==> src/inc/scrb_map.svh <==
/*
 * address map, field positions, masks, reset values and byte counts
 * of the synthesizer control register bank.
 * assumes: included by bare name from package and design files.
 */
`ifndef SCRB_MAP_SVH
`define SCRB_MAP_SVH

// ---------------------------------------------------------------
// addresses
// ---------------------------------------------------------------
`define SCRB_ADDR_CTRL_FIRST  5'h00
`define SCRB_ADDR_HOLE_A      5'h05
`define SCRB_ADDR_HOLE_B      5'h06
`define SCRB_ADDR_PROF_FIRST  5'h0E
`define SCRB_ADDR_PROF_SEVEN  5'h15
`define SCRB_ADDR_MEM_WORD    5'h16
`define SCRB_ADDR_LAST        5'h16

// ---------------------------------------------------------------
// byte counts
// ---------------------------------------------------------------
`define SCRB_BYTES_CTRL_FIRST 4'h4
`define SCRB_BYTES_PROFILE    4'h8
`define SCRB_BYTES_MEM_WORD   4'h4
`define SCRB_BYTES_DEFAULT    4'h4

// ---------------------------------------------------------------
// instruction byte
// ---------------------------------------------------------------
`define SCRB_INSTR_READ_BIT   6
`define SCRB_INSTR_LAST_BIT   6'h07

// ---------------------------------------------------------------
// first control register fields
// ---------------------------------------------------------------
`define SCRB_CF_WM_EN         31
`define SCRB_CF_DEST_HI       30
`define SCRB_CF_DEST_LO       29
`define SCRB_CF_KEY_EXT       23
`define SCRB_CF_KEY_MODE_HI   9
`define SCRB_CF_KEY_MODE_LO   8
`define SCRB_CF_KEY_MANUAL    2'h2
`define SCRB_CF_MASK          32'hE0DF_FFFF
`define SCRB_CF_RESET         32'h0000_0000

// ---------------------------------------------------------------
// memory profile seven fields
// ---------------------------------------------------------------
`define SCRB_PR_STEP_HI       55
`define SCRB_PR_STEP_LO       40
`define SCRB_PR_END_HI        39
`define SCRB_PR_END_LO        30
`define SCRB_PR_START_HI      23
`define SCRB_PR_START_LO      14
`define SCRB_PR_NO_DWELL      5
`define SCRB_PR_ZERO_CROSS    3
`define SCRB_PR_MODE_HI       2
`define SCRB_PR_MODE_LO       0
`define SCRB_PR_MASK          64'h00FF_FFFF_C0FF_C02F
`define SCRB_PR_RESET         64'h0000_0000_0000_0000
`define SCRB_MEM_RESET        32'h0000_0000

`endif

==> src/inc/scrb_pkg.sv <==
/*
 * types of the synthesizer control register bank.
 * assumes: scrb_map.svh on the include path.
 */
`include "scrb_map.svh"

package scrb_pkg;

	// serial frame state, one-hot
	typedef enum logic [3:0] {
		SCRB_IDLE  = 4'b0001,
		SCRB_INSTR = 4'b0010,
		SCRB_DATA  = 4'b0100,
		SCRB_SKIP  = 4'b1000
	} scrb_state_t;

	typedef logic [4:0]  scrb_addr_t;
	typedef logic [3:0]  scrb_nbytes_t;
	typedef logic [63:0] scrb_word_t;

endpackage

==> src/logic/scrb_bank.sv <==
/*
 * serial-port register bank with staged and active copies.
 * assumes: all pins synchronous to ref_clk, sclk far slower than
 * ref_clk, one register per chip-select frame.
 */
`timescale 1ns/100ps
`default_nettype none
`include "scrb_map.svh"

// What this block does
// decode addresses zero through 0x16
// slots 0x05 and 0x06 are unimplemented
// transfer length set per addressed register
// bit zero is least significant everywhere
// control and profile writes staged until update or profile change
// first control register is four bytes
// bit 31 enables waveform memory
// bits 30:29 select playback destination
// bit 23 gates keying pin in manual mode
// profile seven low byte flags and mode
// profile seven step, end, start fields
// staging copied to active in one cycle
module scrb_bank
	import scrb_pkg::*;
(
	// clock and reset
	input  wire logic        ref_clk,
	input  wire logic        rst_n,
	// serial port
	input  wire logic        cs_n,
	input  wire logic        sclk,
	input  wire logic        sdio_in,
	output var  logic        sdio_out,
	output var  logic        sdio_oe,
	// update sources
	input  wire logic        io_update,
	input  wire logic [2:0]  profile_sel,
	// keying pin
	input  wire logic        amplitude_keying,
	output var  logic        amplitude_keying_gated,
	// active control fields
	output var  logic        wave_mem_enable,
	output var  logic [1:0]  playback_dest,
	output var  logic        keying_pin_enable,
	// active profile seven fields
	output var  logic [15:0] prof7_step_rate,
	output var  logic [9:0]  prof7_end_addr,
	output var  logic [9:0]  prof7_start_addr,
	output var  logic        prof7_no_dwell_high,
	output var  logic        prof7_zero_crossing,
	output var  logic [2:0]  prof7_mode,
	// memory word
	output var  logic [31:0] mem_word,
	output var  logic        mem_word_valid
);

	// ---------------------------------------------------------------
	// helpers
	// ---------------------------------------------------------------
	function automatic logic addr_ok(input scrb_addr_t a);
		addr_ok = (a <= `SCRB_ADDR_LAST) && (a != `SCRB_ADDR_HOLE_A) && (a != `SCRB_ADDR_HOLE_B);
	endfunction

	function automatic scrb_nbytes_t byte_count(input scrb_addr_t a);
		if (a == `SCRB_ADDR_CTRL_FIRST) begin
			byte_count = `SCRB_BYTES_CTRL_FIRST;
		end else if (a >= `SCRB_ADDR_PROF_FIRST && a <= `SCRB_ADDR_PROF_SEVEN) begin
			byte_count = `SCRB_BYTES_PROFILE;
		end else if (a == `SCRB_ADDR_MEM_WORD) begin
			byte_count = `SCRB_BYTES_MEM_WORD;
		end else begin
			byte_count = `SCRB_BYTES_DEFAULT;
		end
	endfunction

	function automatic logic [5:0] last_bit(input scrb_nbytes_t n);
		logic [3:0] m;
		m = n - 4'h1;
		last_bit = {m[2:0], 3'b111};
	endfunction

	// ---------------------------------------------------------------
	// storage
	// ---------------------------------------------------------------
	scrb_state_t  state;
	logic         sclk_prev;
	logic [5:0]   bit_cnt;
	scrb_word_t   in_sh;
	scrb_word_t   out_sh;
	scrb_addr_t   addr;
	logic         rd;
	scrb_nbytes_t nbytes;
	logic         wr_pulse;
	scrb_addr_t   wr_addr;
	scrb_word_t   wr_data;
	logic [31:0]  stg_ctrl;
	scrb_word_t   stg_prof7;
	logic [31:0]  active_ctrl;
	scrb_word_t   active_prof7;
	logic         upd_prev;
	logic [2:0]   prof_prev;
	logic         sclk_rise;
	logic         sclk_fall;
	logic         update_evt;
	scrb_addr_t   next_addr;
	scrb_word_t   next_in;
	scrb_nbytes_t next_nbytes;
	scrb_word_t   rd_val;
	assign sclk_rise   = sclk & ~sclk_prev;
	assign sclk_fall   = ~sclk & sclk_prev;
	assign next_in     = {in_sh[62:0], sdio_in};
	assign next_addr   = next_in[4:0];
	assign next_nbytes = byte_count(next_addr);
	assign update_evt  = (io_update & ~upd_prev) | (profile_sel != prof_prev);

	// read value of staged registers and the memory word, left aligned to the frame length
	always_comb begin
		rd_val = 64'h0000_0000_0000_0000;
		unique case (next_addr)
			`SCRB_ADDR_CTRL_FIRST: rd_val = {stg_ctrl, 32'h0000_0000};
			`SCRB_ADDR_PROF_SEVEN: rd_val = stg_prof7;
			`SCRB_ADDR_MEM_WORD:   rd_val = wave_mem_enable ?
				{mem_word, 32'h0000_0000} : 64'h0000_0000_0000_0000;
			default:               rd_val = 64'h0000_0000_0000_0000;
		endcase
	end

	// ---------------------------------------------------------------
	// edge history
	// ---------------------------------------------------------------
	always_ff @(posedge ref_clk) begin
		if (!rst_n) begin
			sclk_prev <= 1'b0;
			upd_prev  <= 1'b0;
			prof_prev <= 3'h0;
		end else begin
			sclk_prev <= sclk;
			upd_prev  <= io_update;
			prof_prev <= profile_sel;
		end
	end

	// ---------------------------------------------------------------
	// serial frame
	// ---------------------------------------------------------------
	always_ff @(posedge ref_clk) begin
		if (!rst_n) begin
			state    <= SCRB_IDLE;
			bit_cnt  <= 6'h00;
			in_sh    <= 64'h0000_0000_0000_0000;
			addr     <= 5'h00;
			rd       <= 1'b0;
			nbytes   <= 4'h0;
			wr_pulse <= 1'b0;
			wr_addr  <= 5'h00;
			wr_data  <= 64'h0000_0000_0000_0000;
		end else begin
			wr_pulse <= 1'b0;
			if (cs_n) begin
				state <= SCRB_IDLE;
			end else begin
				unique case (state)
					SCRB_IDLE: begin
						state   <= SCRB_INSTR;
						bit_cnt <= 6'h00;
					end
					SCRB_INSTR: begin
						if (sclk_rise) begin
							in_sh   <= next_in;
							bit_cnt <= bit_cnt + 6'h01;
							if (bit_cnt == `SCRB_INSTR_LAST_BIT) begin
								addr    <= next_addr;
								rd      <= next_in[`SCRB_INSTR_READ_BIT];
								nbytes  <= next_nbytes;
								bit_cnt <= 6'h00;
								state   <= addr_ok(next_addr) ? SCRB_DATA : SCRB_SKIP;
							end
						end
					end
					SCRB_DATA: begin
						if (sclk_rise) begin
							in_sh   <= next_in;
							bit_cnt <= bit_cnt + 6'h01;
							if (bit_cnt == last_bit(nbytes)) begin
								wr_pulse <= ~rd;
								wr_addr  <= addr;
								wr_data  <= next_in;
								state    <= SCRB_SKIP;
							end
						end
					end
					SCRB_SKIP: state <= SCRB_SKIP;
				endcase
			end
		end
	end

	// ---------------------------------------------------------------
	// read shifter
	// ---------------------------------------------------------------
	always_ff @(posedge ref_clk) begin
		if (!rst_n) begin
			out_sh   <= 64'h0000_0000_0000_0000;
			sdio_out <= 1'b0;
			sdio_oe  <= 1'b0;
		end else if (cs_n) begin
			sdio_oe  <= 1'b0;
		end else if (state == SCRB_INSTR && sclk_rise && bit_cnt == `SCRB_INSTR_LAST_BIT) begin
			out_sh   <= {rd_val[62:0], 1'b0};
			sdio_out <= rd_val[63];
			sdio_oe  <= next_in[`SCRB_INSTR_READ_BIT] & addr_ok(next_addr);
		end else if (state == SCRB_DATA && rd && sclk_fall) begin
			out_sh   <= {out_sh[62:0], 1'b0};
			sdio_out <= out_sh[63];
		end else if (state != SCRB_DATA) begin
			sdio_oe  <= 1'b0;
		end
	end

	// ---------------------------------------------------------------
	// staging copies
	// ---------------------------------------------------------------
	always_ff @(posedge ref_clk) begin
		if (!rst_n) begin
			stg_ctrl  <= `SCRB_CF_RESET;
			stg_prof7 <= `SCRB_PR_RESET;
		end else if (wr_pulse) begin
			if (wr_addr == `SCRB_ADDR_CTRL_FIRST) begin
				stg_ctrl <= wr_data[31:0] & `SCRB_CF_MASK;
			end
			if (wr_addr == `SCRB_ADDR_PROF_SEVEN) begin
				stg_prof7 <= wr_data & `SCRB_PR_MASK;
			end
		end
	end

	// memory word, written straight through while memory is enabled
	always_ff @(posedge ref_clk) begin
		if (!rst_n) begin
			mem_word       <= `SCRB_MEM_RESET;
			mem_word_valid <= 1'b0;
		end else begin
			mem_word_valid <= 1'b0;
			if (wr_pulse && wr_addr == `SCRB_ADDR_MEM_WORD && wave_mem_enable) begin
				mem_word       <= wr_data[31:0];
				mem_word_valid <= 1'b1;
			end
		end
	end

	// ---------------------------------------------------------------
	// active copies
	// ---------------------------------------------------------------
	always_ff @(posedge ref_clk) begin
		if (!rst_n) begin
			active_ctrl       <= `SCRB_CF_RESET;
			active_prof7      <= `SCRB_PR_RESET;
			keying_pin_enable <= 1'b0;
		end else if (update_evt) begin
			active_ctrl       <= stg_ctrl;
			active_prof7      <= stg_prof7;
			keying_pin_enable <= stg_ctrl[`SCRB_CF_KEY_EXT] &&
				stg_ctrl[`SCRB_CF_KEY_MODE_HI:`SCRB_CF_KEY_MODE_LO] == `SCRB_CF_KEY_MANUAL;
		end
	end

	assign wave_mem_enable     = active_ctrl[`SCRB_CF_WM_EN];
	assign playback_dest       = active_ctrl[`SCRB_CF_DEST_HI:`SCRB_CF_DEST_LO];
	assign prof7_step_rate     = active_prof7[`SCRB_PR_STEP_HI:`SCRB_PR_STEP_LO];
	assign prof7_end_addr      = active_prof7[`SCRB_PR_END_HI:`SCRB_PR_END_LO];
	assign prof7_start_addr    = active_prof7[`SCRB_PR_START_HI:`SCRB_PR_START_LO];
	assign prof7_no_dwell_high = active_prof7[`SCRB_PR_NO_DWELL];
	assign prof7_zero_crossing = active_prof7[`SCRB_PR_ZERO_CROSS];
	assign prof7_mode          = active_prof7[`SCRB_PR_MODE_HI:`SCRB_PR_MODE_LO];

	// keying pin passes only when enabled
	always_ff @(posedge ref_clk) begin
		if (!rst_n) begin
			amplitude_keying_gated <= 1'b0;
		end else begin
			amplitude_keying_gated <= keying_pin_enable & amplitude_keying;
		end
	end
endmodule

`default_nettype wire

==> config.mk <==
export PLATFORM = sky130hd
export DESIGN_NAME = scrb_bank
export DESIGN_NICKNAME = d
export VERILOG_FILES = /design/src/inc/scrb_pkg.sv /design/src/logic/scrb_bank.sv
export VERILOG_INCLUDE_DIRS = /design/src /design/src/inc
export SDC_FILE = /design/constraint.sdc
export NUM_CORES = 1
export LEC_CHECK = 0
export BUFFER_PORTS_ARGS = -buffer_cell sky130_fd_sc_hd__buf_4
export CAP_MARGIN = 20
export CORE_AREA = 5 5 174 176
export DETAILED_ROUTE_END_ITERATION = 10
export DIE_AREA = 0 0 179 181
export GPL_TIMING_DRIVEN = 0
export PLACE_DENSITY = 0.67
export SYNTH_ARGS = -nofsm -noshare
export SYNTH_HDL_FRONTEND = slang
export SYNTH_SLANG_ARGS = --single-unit
export TNS_END_PERCENT = 10
==> constraint.sdc <==
create_clock -name ref_clk -period 4.7 [get_ports ref_clk]
set_clock_uncertainty 0.05 [all_clocks]
set_input_delay 0.235 -clock ref_clk [delete_from_list [all_inputs] [get_ports ref_clk]]
set_output_delay 0.235 -clock ref_clk [all_outputs]
set_load 0.02 [all_outputs]
-- After elaboration in Yosys (flattened, before gate mapping)
Cells that the tools add are included.
- order comparisons: 3
- multiplexer cells: 22
- bitwise gates (word level): 15
- reduce and logical (&&, ||, !) cells: 27
- $add $sub $neg: 2
- equality and inequality tests: 20
- operators by type and width (cell ; number):
    2-to-1 mux 64 bit ; 3
    case mux 64 bit (3 select lines) ; 1
    == test 5 bit (second input constant) ; 4
    2-to-1 mux 4 bit ; 5
    2-to-1 mux 6 bit ; 3
    case mux 6 bit (3 select lines) ; 1
    case mux 4 bit (4 select lines) ; 1
    AND reduction 4 bit ; 4
    <= comparator 5 bit (second input constant) ; 2
    logical AND 1 bit ; 10
    zero test 5 bit ; 2
    inequality test 2 bit (second input constant) ; 5
    inequality test 5 x 3 -> 1 bit (second input constant) ; 2
    inverter 1 bit ; 9
    AND reduction 2 bit ; 4
    adder 6 x 1 -> 6 bit (second input constant) ; 1
    == test 6 x 3 -> 1 bit (second input constant) ; 1
    == test 6 bit ; 1
    2-to-1 mux 1 bit ; 6
    2-to-1 mux 3 bit ; 2
    AND 1 bit ; 5
    >= comparator 5 x 4 -> 1 bit (second input constant) ; 1
    OR reduction 5 bit ; 1
    == test 4 x 1 -> 1 bit (second input constant) ; 1
    other kinds (12) ; 14
- logic and storage cells: 112
- input port bits: 10
- output and inout port bits: 81
- register bits: 376

-- Logic depth before layout (Yosys ltp)
Gate-level depths: netlist of run 1.
- depth after elaboration: 7
- depth in mapped cells: 8
- gate-level depth less buffers: 5

-- Least setup slack after synthesis of run 1
OpenSTA, ideal clock, no wires.
- path kind: reg2reg
- start: register state[2]
- end: register wr_data[3]
- buffers on the path: 2
- period minus slack after synthesis: 1.757 ns
- data required time: 4.522 ns
- library setup time: 0.128 ns
- data arrival time: 1.580 ns
- stages on the path, launching flop included: 7
- path slack: 2.943 ns
- path through: dfxtp_1 nor4b_4 and4bb_2 buf_6 buf_8 mux2i_1 nor2_1
- cells in the longest elaborated chain, start to end: 2
- ends and longest elaborated chain (element ; line ; text):
    start: declaration ; scrb_bank.sv:85 ; scrb_state_t state;
    start signal: assignment ; scrb_bank.sv:176 ; state <= addr_ok(next_addr) ? SCRB_DATA : SCRB_SKIP;
    == test 4 x 3 -> 1 bit ; scrb_bank.sv:162 ; unique case (state)
    AND reduction 4 bit (no line) ; -- ;
    end signal: assignment ; scrb_bank.sv:187 ; wr_data <= next_in;
    end: declaration ; scrb_bank.sv:95 ; scrb_word_t wr_data;
No other way between the ends.
A chain may end at the register's enable or synchronous reset.

-- Worst setup path in the final report of run 1
- start: register active_ctrl[31]
- end: register mem_word[12]
- cells in the longest elaborated chain, start to end: 1
- ends and longest elaborated chain (element ; line ; text):
    start: declaration ; scrb_bank.sv:98 ; logic [31:0] active_ctrl;
    start signal: assignment ; scrb_bank.sv:256 ; active_ctrl <= `SCRB_CF_RESET;
    start signal: assignment ; scrb_bank.sv:260 ; active_ctrl <= stg_ctrl;
    logical AND 1 bit ; scrb_bank.sv:244 ; if (wr_pulse && wr_addr == `SCRB_ADDR_MEM_WORD && wave_mem_enable) begin
    end signal: assignment ; scrb_bank.sv:240 ; mem_word <= `SCRB_MEM_RESET;
    end signal: assignment ; scrb_bank.sv:245 ; mem_word <= wr_data[31:0];
    end: declaration ; scrb_bank.sv:53 ; output var logic [31:0] mem_word,
No other way between the ends.

==> results.json, run 1 <==
{
  "ir_drop_mv": 0.272,
  "arrival_ns": 2.84,
  "place_congestion": 0.980,
  "min_from": "cs_n",
  "swShare_pct": 21.9,
  "setup_viol": 0,
  "power_frac_comb_pct": 2.3,
  "p_sw_mw": 1.33,
  "ys.flop_type": "dfxtp_1",
  "synth_edf_count": 0,
  "row_count": 62,
  "yosysTopAreaCellShare_pct": 50.2,
  "first_pass_iters": 6,
  "power_mw": 6.07,
  "clkLatencyLatePin_ns": 0.53,
  "status": "finished clean",
  "cellLeakagePower_nw": 5.63,
  "chipWidth_um": 179,
  "synth_cell_type_count": 52,
  "cts_buffers": 38,
  "postRouteAntennaNets": 0,
  "syn-num-nets": 1712,
  "die_h_um": 181,
  "wl_met2_um": 19400,
  "p_clk_share_pct": 48.7,
  "layout-drive-gt1-share_pct": 11.4,
  "met3WireLength_um": 2890,
  "drc": 0,
  "intPower_mw": 4.74,
  "fin_crit_ns": 2.43,
  "totalWireLength_um": 42300,
  "drtIter0Drc": 1061,
  "yosysTopAreaCell": "dfxtp_1",
  "ctsRootBufferMaster": "clkbuf_16",
  "cts.htree.levels": 2,
  "crit_path_end_kind": "flip-flop",
  "grt_pass1_vias": 11849,
  "multi_input_area_um2": 6160,
  "fin_nets": 1848,
  "crit_path_end": "mem_word[12]$_SDFFE_PN0P_",
  "synth_area_um2": 14000,
  "synth_common_cells": "nand2_1, dfxtp_1, a21oi_1, clkbuf_1, nor2_1",
  "top_layer_used": "met4",
  "core-area_um2": 28500,
  "grt_max_degree": 14,
  "regArea_um2": 7010,
  "crit_start": "active_ctrl[31]$_SDFFE_PN0P_",
  "critPathLaunchType": "flip-flop",
  "hold_violations": 0,
  "track_usage_pct": 25.6,
  "tns_ns": 0,
  "post_drt_wl_per_cell_um": 18.8,
  "cts.sinks": 350,
  "synth_most_common_cell": "nand2_1",
  "reg2reg_to": "mem_word[12]$_SDFFE_PN0P_",
  "seq_area_frac_synth_pct": 50.2,
  "required_ns": 5.11,
  "io_pins": 91,
  "wl_met1_um": 18100,
  "grt-ovfl-total": 0,
  "die_area_um2": 32400,
  "postCtsSetupRepairBufs": 0,
  "num_vias": 12570,
  "fillers": 2646,
  "slew_headroom_pct": 27.1,
  "synth.avg_cell_area_um2": 8.21,
  "crit_type": "reg -> reg",
  "report.final.slew_viol_count": 0,
  "clk_pin_slew_ns": 0.06,
  "cts_tree": "built",
  "n_antenna_cell": 0,
  "min_path_type": "in -> reg",
  "rrSetupSlack_ns": 2.27,
  "rsz0062_at_grt": "false",
  "post_cts_resized": 0,
  "grt_pass1_wl_um": 65700,
  "cts_buffer_depth": 3,
  "max_freq_mhz": 411,
  "r2r-start": "active_ctrl[31]$_SDFFE_PN0P_",
  "routed_via_density": 5.59,
  "synthCells": 1701,
  "ff2ff_path_depth": 5,
  "start_util_pct": 49.1,
  "p_seq_share_pct": 49.0,
  "synth_area_leaders": "dfxtp_1, nand2_1, a21oi_1, mux2i_1, clkbuf_1",
  "portBuffers": 89,
  "cap_violations": 0,
  "tightest_slew_ns": 1.08,
  "critical_path.max_fanout": 10,
  "syn2layout_area_growth_pct": 17.6,
  "min_period_over_period_pct": 51.7,
  "yosys_warnings": 0,
  "antenna_found_initial": 0,
  "p_per_area_nw_per_um2": 369,
  "synthArstFlopShare_pct": 0,
  "synth-seq-cells": 350,
  "hpwl_um": 30800
}
-- critical path, stage by stage, from the launching register on --
cell and delay, ns:
dfxtp_1 0.46, nand4_1 0.14, nor3_1 0.85, clkbuf_1 0.52, nand2_1 0.18, a21oi_1 0.16
-- stage by stage --
step	setup slack, ns	hold slack (ns)	util, %	instances	instance area, um^2
3_3_place_gp	2.26	0.390	53.1	2174	15100
5_1_grt	2.15	0.0611	57.7	2247	16400
4_1_cts	2.28	0.0225	57.7	2247	16400
2_1_floorplan	2.94	0.307	-	1701	14000
6_report	2.27	0.0435	57.7	2247	16400
3_5_place_dp	2.29	0.394	53.1	2174	15100
-- registers in the layout, summed over array words and instances, names as in the netlist, 6 cells and up --
signal        cells
out_sh           63
wr_data          56
in_sh            55
active_prof7     41
stg_prof7        41
mem_word         32
stg_ctrl         26
bit_cnt           6
-- layout make-up --
class                           count  share of cell area [%]
Clock inverter                     12                   0.648
Inverter                           29                   0.663
Sequential cell                   350                    42.7
Tap cell                          384                    2.93
Multi-Input combinational cell   1178                    37.5
Clock buffer                       54                    6.89
Timing Repair Buffer               96                    4.49
Buffer                            144                    4.19
-- metal layers --
layer | track usage [%] | vias up
li1 | - | 6078
met1 | 34.8 | 5941
met2 | 40.6 | 435
met3 | 3.80 | 116
met4 | 10.5 | 0
met5 | 0 | -
-- kinds of logic (layout without fill, tap and decap cells) --
kind of cell / Yosys count / after routing / share of synthesized area, %
compound gates: 383 / 383 / 16.0
xor+xnor: 6 / 6 / 0.430
fa+ha+maj: 1 / 1 / 0.0896
buf+inv: 173 / 335 / 5.71
flops: 350 / 350 / 50.2
mux: 61 / 61 / 4.37
simple gates: 727 / 727 / 23.2
-- timing repair --
item,in CTS,in global routing
hold buffers,7,0
setup endpoints to repair,0,0
hold endpoints to repair,9,0
-- how the worst min path moves through the flow --
stage	endpoint	slack [ns]	depth (start not counted)
global placement	stg_prof7[54]$_SDFFE_PN0P_	0.39	2
global route	state[0]$_SDFFE_PP1P_	0.06	2
detailed placement	active_prof7[49]$_SDFFE_PN0P_	0.39	2
finish	rd$_SDFFE_PN0P_	0.04	4
floorplan	prof_prev[0]$_SDFF_PN0_	0.31	1
CTS	state[0]$_SDFFE_PP1P_	0.02	2
-- power groups by stage --
stage	combinational (mW)	clock (mW)	sequential, mW
final	0.140	2.96	2.97
after global routing	0.151	3.12	2.97
after CTS	0.138	2.99	2.97
after detailed placement	0.133	0	3.04
after global placement	0.131	0	3.04
after floorplan	0.0824	0	3.04
-- cell usage in the layout (no fill, tap or decap), types with 36 or more instances in the layout --
master and n:
a21oi_1 251, dfxtp_1 350, nand2_1 461, o31ai_1 37
buf_4 95, clkbuf_1 99, nor2_1 71, clkbuf_16 39
mux2i_1 61, nand3_1 36, nor3_1 46
Note: power is estimated with default switching activity, not from simulation.
==> inputs of run 2 (changes only) <==
--- a/config.mk
+++ b/config.mk
@@ -12,7 +12,7 @@
 export DETAILED_ROUTE_END_ITERATION = 10
 export DIE_AREA = 0 0 179 181
 export GPL_TIMING_DRIVEN = 0
-export PLACE_DENSITY = 0.67
+export PLACE_DENSITY = 0.69
 export SYNTH_ARGS = -nofsm -noshare
 export SYNTH_HDL_FRONTEND = slang
 export SYNTH_SLANG_ARGS = --single-unit
==> constraint.sdc (replaced) <==
create_clock -name ref_clk -period 2.2 [get_ports ref_clk]
set_clock_uncertainty 0.05 [all_clocks]
set_input_delay 0.11 -clock ref_clk [delete_from_list [all_inputs] [get_ports ref_clk]]
set_output_delay 0.11 -clock ref_clk [all_outputs]
set_load 0.02 [all_outputs]
==> results.json, run 2 (synthesis results as in run 1) <==
{
  "fillers": 2619,
  "fin_crit_ns": 2.20,
  "io_pins": 91,
  "crit_path_end": "out_sh[33]$_SDFFE_PN0P_",
  "r2r-start": "in_sh[3]$_SDFFE_PN0P_",
  "portBuffers": 89,
  "cts.sinks": 350,
  "cts_buffer_depth": 3,
  "critical_path.max_fanout": 10,
  "finalNonFillerCells": 2252,
  "grt_pass1_wl_um": 66000,
  "report.final.slew_viol_count": 0,
  "max_freq_mhz": 455,
  "final_core_util_pct": 58.7,
  "row_count": 62,
  "top_usage_layer": "met2",
  "core-area_um2": 28500,
  "first_pass_iters": 6,
  "slew_headroom_pct": 42.1,
  "rsz0062_at_grt": "true",
  "setup_viol": 0,
  "hpwl_um": 31000,
  "final_common_cell": "nand2_1",
  "grt_pass1_vias": 11632,
  "postRouteAntennaNets": 0,
  "ctsRootBufferMaster": "clkbuf_16",
  "syn2layout_area_growth_pct": 19.6,
  "fin_area_um2": 16700,
  "layout-drive-gt1-share_pct": 12.9,
  "track_usage_pct": 25.6,
  "tightest_slew_ns": 0.868,
  "tns_ns": 0,
  "post_dp_cell_area_um2": 15100,
  "use_met3_pct": 3.99,
  "cap_violations": 0,
  "largest_reg_flops": 63,
  "n_antenna_cell": 0,
  "routed_via_density": 5.58,
  "required_ns": 2.60,
  "arrival_ns": 2.60,
  "post_drt_wl_per_cell_um": 18.8,
  "ff2ff_path_depth": 6,
  "status": "finished clean",
  "antenna_found_initial": 0,
  "fin_ws_ns": 0.00201,
  "start_util_pct": 49.1,
  "place_congestion": 0.958,
  "min_period_over_period_pct": 99.9,
  "clk_pin_slew_ns": 0.06,
  "num_vias": 12572,
  "drc": 0,
  "drtIter0Drc": 1063,
  "die_h_um": 181,
  "grt_use_met2_pct": 41.1,
  "largestRegisters": "out_sh (63), wr_data (56), in_sh (55)",
  "grt_max_degree": 15,
  "clkLatencyLatePin_ns": 0.52,
  "dp_slack_ns": -0.112,
  "largest_register": "out_sh",
  "dp.cells": 2174,
  "ir_drop_mv": 0.565,
  "min_path_type": "in -> reg",
  "reg2reg_to": "out_sh[33]$_SDFFE_PN0P_",
  "cts_tree": "built",
  "crit_start": "in_sh[3]$_SDFFE_PN0P_",
  "power_mw": 13.7,
  "crit_type": "reg -> reg",
  "whs_ns": 0.295,
  "critPathLaunchType": "flip-flop",
  "chipWidth_um": 179,
  "grt_use_met1_pct": 35.6,
  "crit_path_end_kind": "flip-flop",
  "hold_violations": 0,
  "rrSetupSlack_ns": 0.002,
  "cellLeakagePower_nw": 5.78,
  "p_per_area_nw_per_um2": 823,
  "fin_nets": 1850,
  "totalWireLength_um": 42400,
  "die_area_um2": 32400,
  "mostFrequentLayoutCells": "nand2_1, dfxtp_1, a21oi_1",
  "cts.htree.levels": 2,
  "grt-ovfl-total": 0,
  "cts_buffers": 38
}
-- run 2: timing repair --
item,in CTS,in global routing
resized for setup,15,23
endpoints found under the setup margin,94,97
pin swaps,0,0
buffers inserted,0,2
hold endpoints to repair,14,0
hold buffers,8,0
-- run 2: worst max-delay path, cell delays in order (launching register included) --
cell and delay (ns):
dfxtp_1 0.30, buf_2 0.17, nand4b_2 0.30, clkbuf_1 0.30, nor3b_1 0.52, o311ai_0 0.29, a21oi_1 0.19
-- run 2: report_power, final --
| group | internal [mW] | switching, mW |
|---|---|---|
| clock network | 4.49 | 2.60 |
| registers | 6.35 | 0.00537 |
| logic | 0.0731 | 0.231 |
-- run 2: cell type report --
class                   count  area [um^2]  share of cell area [%]
clock buffers              51         1110                    6.65
multi-input cells        1178         6230                    37.3
plain buffers             143          694                    4.16
flip-flops and latches    350         7010                    42.0
well taps                 384          480                    2.88
clock inverters            18          303                    1.81
repair buffers             99          763                    4.57
inverters                  29          109                   0.652
-- run 2: worst min path at each step --
| stage | startpoint | endpoint | slack (ns) | cells after the start |
|---|---|---|---|---|
| finish | io_update | upd_prev$_SDFF_PN0_ | 0.30 | 3 |
| global route | io_update | upd_prev$_SDFF_PN0_ | 0.30 | 3 |
| CTS | io_update | upd_prev$_SDFF_PN0_ | 0.29 | 3 |
| detailed placement | io_update | upd_prev$_SDFF_PN0_ | 0.28 | 2 |
| global placement | io_update | upd_prev$_SDFF_PN0_ | 0.28 | 2 |
| floorplan | profile_sel[0] | prof_prev[0]$_SDFF_PN0_ | 0.18 | 1 |
-- run 2: layer usage --
layer	up-vias	wire length, um
met5	-	0
met4	0	1320
met3	84	2790
met2	428	19700
met1	5966	18600
li1	6094	-
==> inputs of run 3 (changes only) <==
--- a/config.mk
+++ b/config.mk
@@ -6,6 +6,7 @@
 export SDC_FILE = /design/constraint.sdc
 export NUM_CORES = 1
 export LEC_CHECK = 0
+export ABC_CLOCK_PERIOD_IN_PS = 2200
 export BUFFER_PORTS_ARGS = -buffer_cell sky130_fd_sc_hd__buf_4
 export CAP_MARGIN = 20
 export CORE_AREA = 5 5 174 176
@@ -13,6 +14,7 @@
 export DIE_AREA = 0 0 179 181
 export GPL_TIMING_DRIVEN = 0
 export PLACE_DENSITY = 0.69
+export SETUP_SLACK_MARGIN = 0.4
 export SYNTH_ARGS = -nofsm -noshare
 export SYNTH_HDL_FRONTEND = slang
 export SYNTH_SLANG_ARGS = --single-unit
==> constraint.sdc (replaced) <==
create_clock -name ref_clk -period 2.2 [get_ports ref_clk]
set_clock_uncertainty 0.05 [all_clocks]
set_input_delay 0.33 -clock ref_clk [delete_from_list [all_inputs] [get_ports ref_clk]]
set_output_delay 0.33 -clock ref_clk [all_outputs]
set_load 0.02 [all_outputs]
==> results.json, run 3 (synthesis results as in run 1) <==
{
  "status": "finished clean",
  "grt_max_degree": 15,
  "antenna_found_initial": 0,
  "swShare_pct": 20.7,
  "die_h_um": 181,
  "mostFrequentLayoutCells": "nand2_1, dfxtp_1, a21oi_1",
  "fin_nets": 1862,
  "post_drt_wl_per_cell_um": 19.1,
  "min_delay_worst_endpoint": "sclk_prev$_SDFF_PN0_",
  "dp_slack_ns": -0.186,
  "max_freq_mhz": 508,
  "hold_violations": 0,
  "cts_buffer_depth": 3,
  "ff2ff_path_depth": 10,
  "ctsRootBufferMaster": "clkbuf_16",
  "clkLatencyLatePin_ns": 0.52,
  "final_common_cell": "nand2_1",
  "die_area_um2": 32400,
  "p_per_area_nw_per_um2": 788,
  "dp.cells": 2174,
  "arrival_ns": 2.31,
  "cts_buffers": 38,
  "grt_pass1_wl_um": 67100,
  "hpwl_um": 31000,
  "cellLeakagePower_nw": 6.02,
  "row_count": 62,
  "p_clk_share_pct": 51.5,
  "syn2layout_area_growth_pct": 25.2,
  "slew_headroom_pct": 41.0,
  "cts.htree.levels": 2,
  "routed_via_density": 5.62,
  "final_core_util_pct": 61.4,
  "cts.sinks": 350,
  "layout-drive-gt1-share_pct": 18.4,
  "fin_ws_ns": 0.233,
  "largestRegisters": "out_sh (63), wr_data (56), in_sh (55)",
  "portBuffers": 89,
  "fillers": 2510,
  "setup_viol": 0,
  "cts_tree": "built",
  "crit_type": "reg -> reg",
  "r2r-start": "state[1]$_SDFFE_PP0P_",
  "place_congestion": 0.958,
  "min_delay_path_depth": 2,
  "power_frac_comb_pct": 2.4,
  "postRouteAntennaNets": 0,
  "reg2reg_to": "out_sh[41]$_SDFFE_PN0P_",
  "rsz0062_at_grt": "true",
  "tightest_slew_ns": 0.885,
  "track_usage_pct": 26.1,
  "io_pins": 91,
  "grt_pass1_vias": 11783,
  "min_from": "sclk",
  "power_mw": 13.8,
  "cap_violations": 0,
  "required_ns": 2.55,
  "num_vias": 12715,
  "chipWidth_um": 179,
  "critPathLaunchType": "flip-flop",
  "largest_register": "out_sh",
  "p_sw_mw": 2.85,
  "largest_reg_flops": 63,
  "core-area_um2": 28500,
  "n_antenna_cell": 0,
  "start_util_pct": 49.1,
  "critical_path.max_fanout": 8,
  "ir_drop_mv": 0.564,
  "tns_ns": 0,
  "min_path_type": "in -> reg",
  "grt-ovfl-total": 0,
  "intPower_mw": 10.9,
  "min_period_over_period_pct": 89.4,
  "report.final.slew_viol_count": 0,
  "totalWireLength_um": 43300,
  "rrSetupSlack_ns": 0.23,
  "clk_pin_slew_ns": 0.06,
  "first_pass_iters": 7,
  "crit_path_end_kind": "flip-flop",
  "p_seq_share_pct": 46.1,
  "finalNonFillerCells": 2264,
  "drc": 0,
  "fin_crit_ns": 1.97,
  "drtIter0Drc": 1152
}
## run 3: how the worst max path moves through the flow
stage	startpoint	end	depth (start not counted)
6_report	state[1]$_SDFFE_PP0P_	out_sh[41]$_SDFFE_PN0P_	10
5_1_grt	state[1]$_SDFFE_PP0P_	wr_data[26]$_SDFFE_PN0P_	7
4_1_cts	active_ctrl[31]$_SDFFE_PN0P_	mem_word[27]$_SDFFE_PN0P_	6
3_5_place_dp	cs_n	in_sh[14]$_SDFFE_PN0P_	6
3_3_place_gp	cs_n	in_sh[33]$_SDFFE_PN0P_	6
2_1_floorplan	state[2]$_SDFFE_PP0P_	wr_data[3]$_SDFFE_PN0P_	6
## run 3: power groups by stage
| stage | Sequential (mW) | Clock (mW) | Combinational, mW |
|---|---|---|---|
| floorplan | 6.49 | 0 | 0.176 |
| global placement | 6.49 | 0 | 0.280 |
| detailed placement | 6.49 | 0 | 0.284 |
| CTS | 6.35 | 7.17 | 0.308 |
| global route | 6.35 | 7.44 | 0.351 |
| finish | 6.35 | 7.10 | 0.324 |
## run 3: through the flow
step | hold WS (ns) | area, um^2
2_1_floorplan | 0.363 | 14000
3_3_place_gp | 0.389 | 15100
3_5_place_dp | 0.393 | 15100
4_1_cts | 0.0148 | 17200
5_1_grt | 0.0338 | 17500
6_report | 0.0377 | 17500
## run 3: routing by layer
metal | part of all wire (%) | global-route usage, %
met3 | 7.9 | 4.26
met5 | 0 | 0
met4 | 3.2 | 7.31
met1 | 42 | 35.8
met2 | 47 | 42.5
## run 3: critical path: stages, from the launching register on
cell       delay (ns)
dfxtp_2          0.31
buf_6            0.13
nor4b_4          0.12
buf_4            0.16
buf_6            0.12
and4_1           0.19
buf_6            0.15
buf_4            0.15
clkbuf_16        0.15
o31ai_1          0.25
a21oi_1          0.06
## run 3: repair_timing
action,CTS,global route
resized for setup,164,64
setup endpoints to repair,328,318
setup buffers,7,5
hold endpoints to repair,5,0
pin swaps,9,7
hold buffers,5,0
gates cloned,1,3
## run 3: cell type report
class	instances	area, um^2	share of cell area [%]
inverter	29	109	0.623
timing repair buffer	110	907	5.19
clock inverter	18	303	1.73
clock buffer	51	1110	6.36
multi-input combinational	1178	6620	37.9
tap	384	480	2.75
sequential	350	7020	40.2
buffer	144	932	5.33
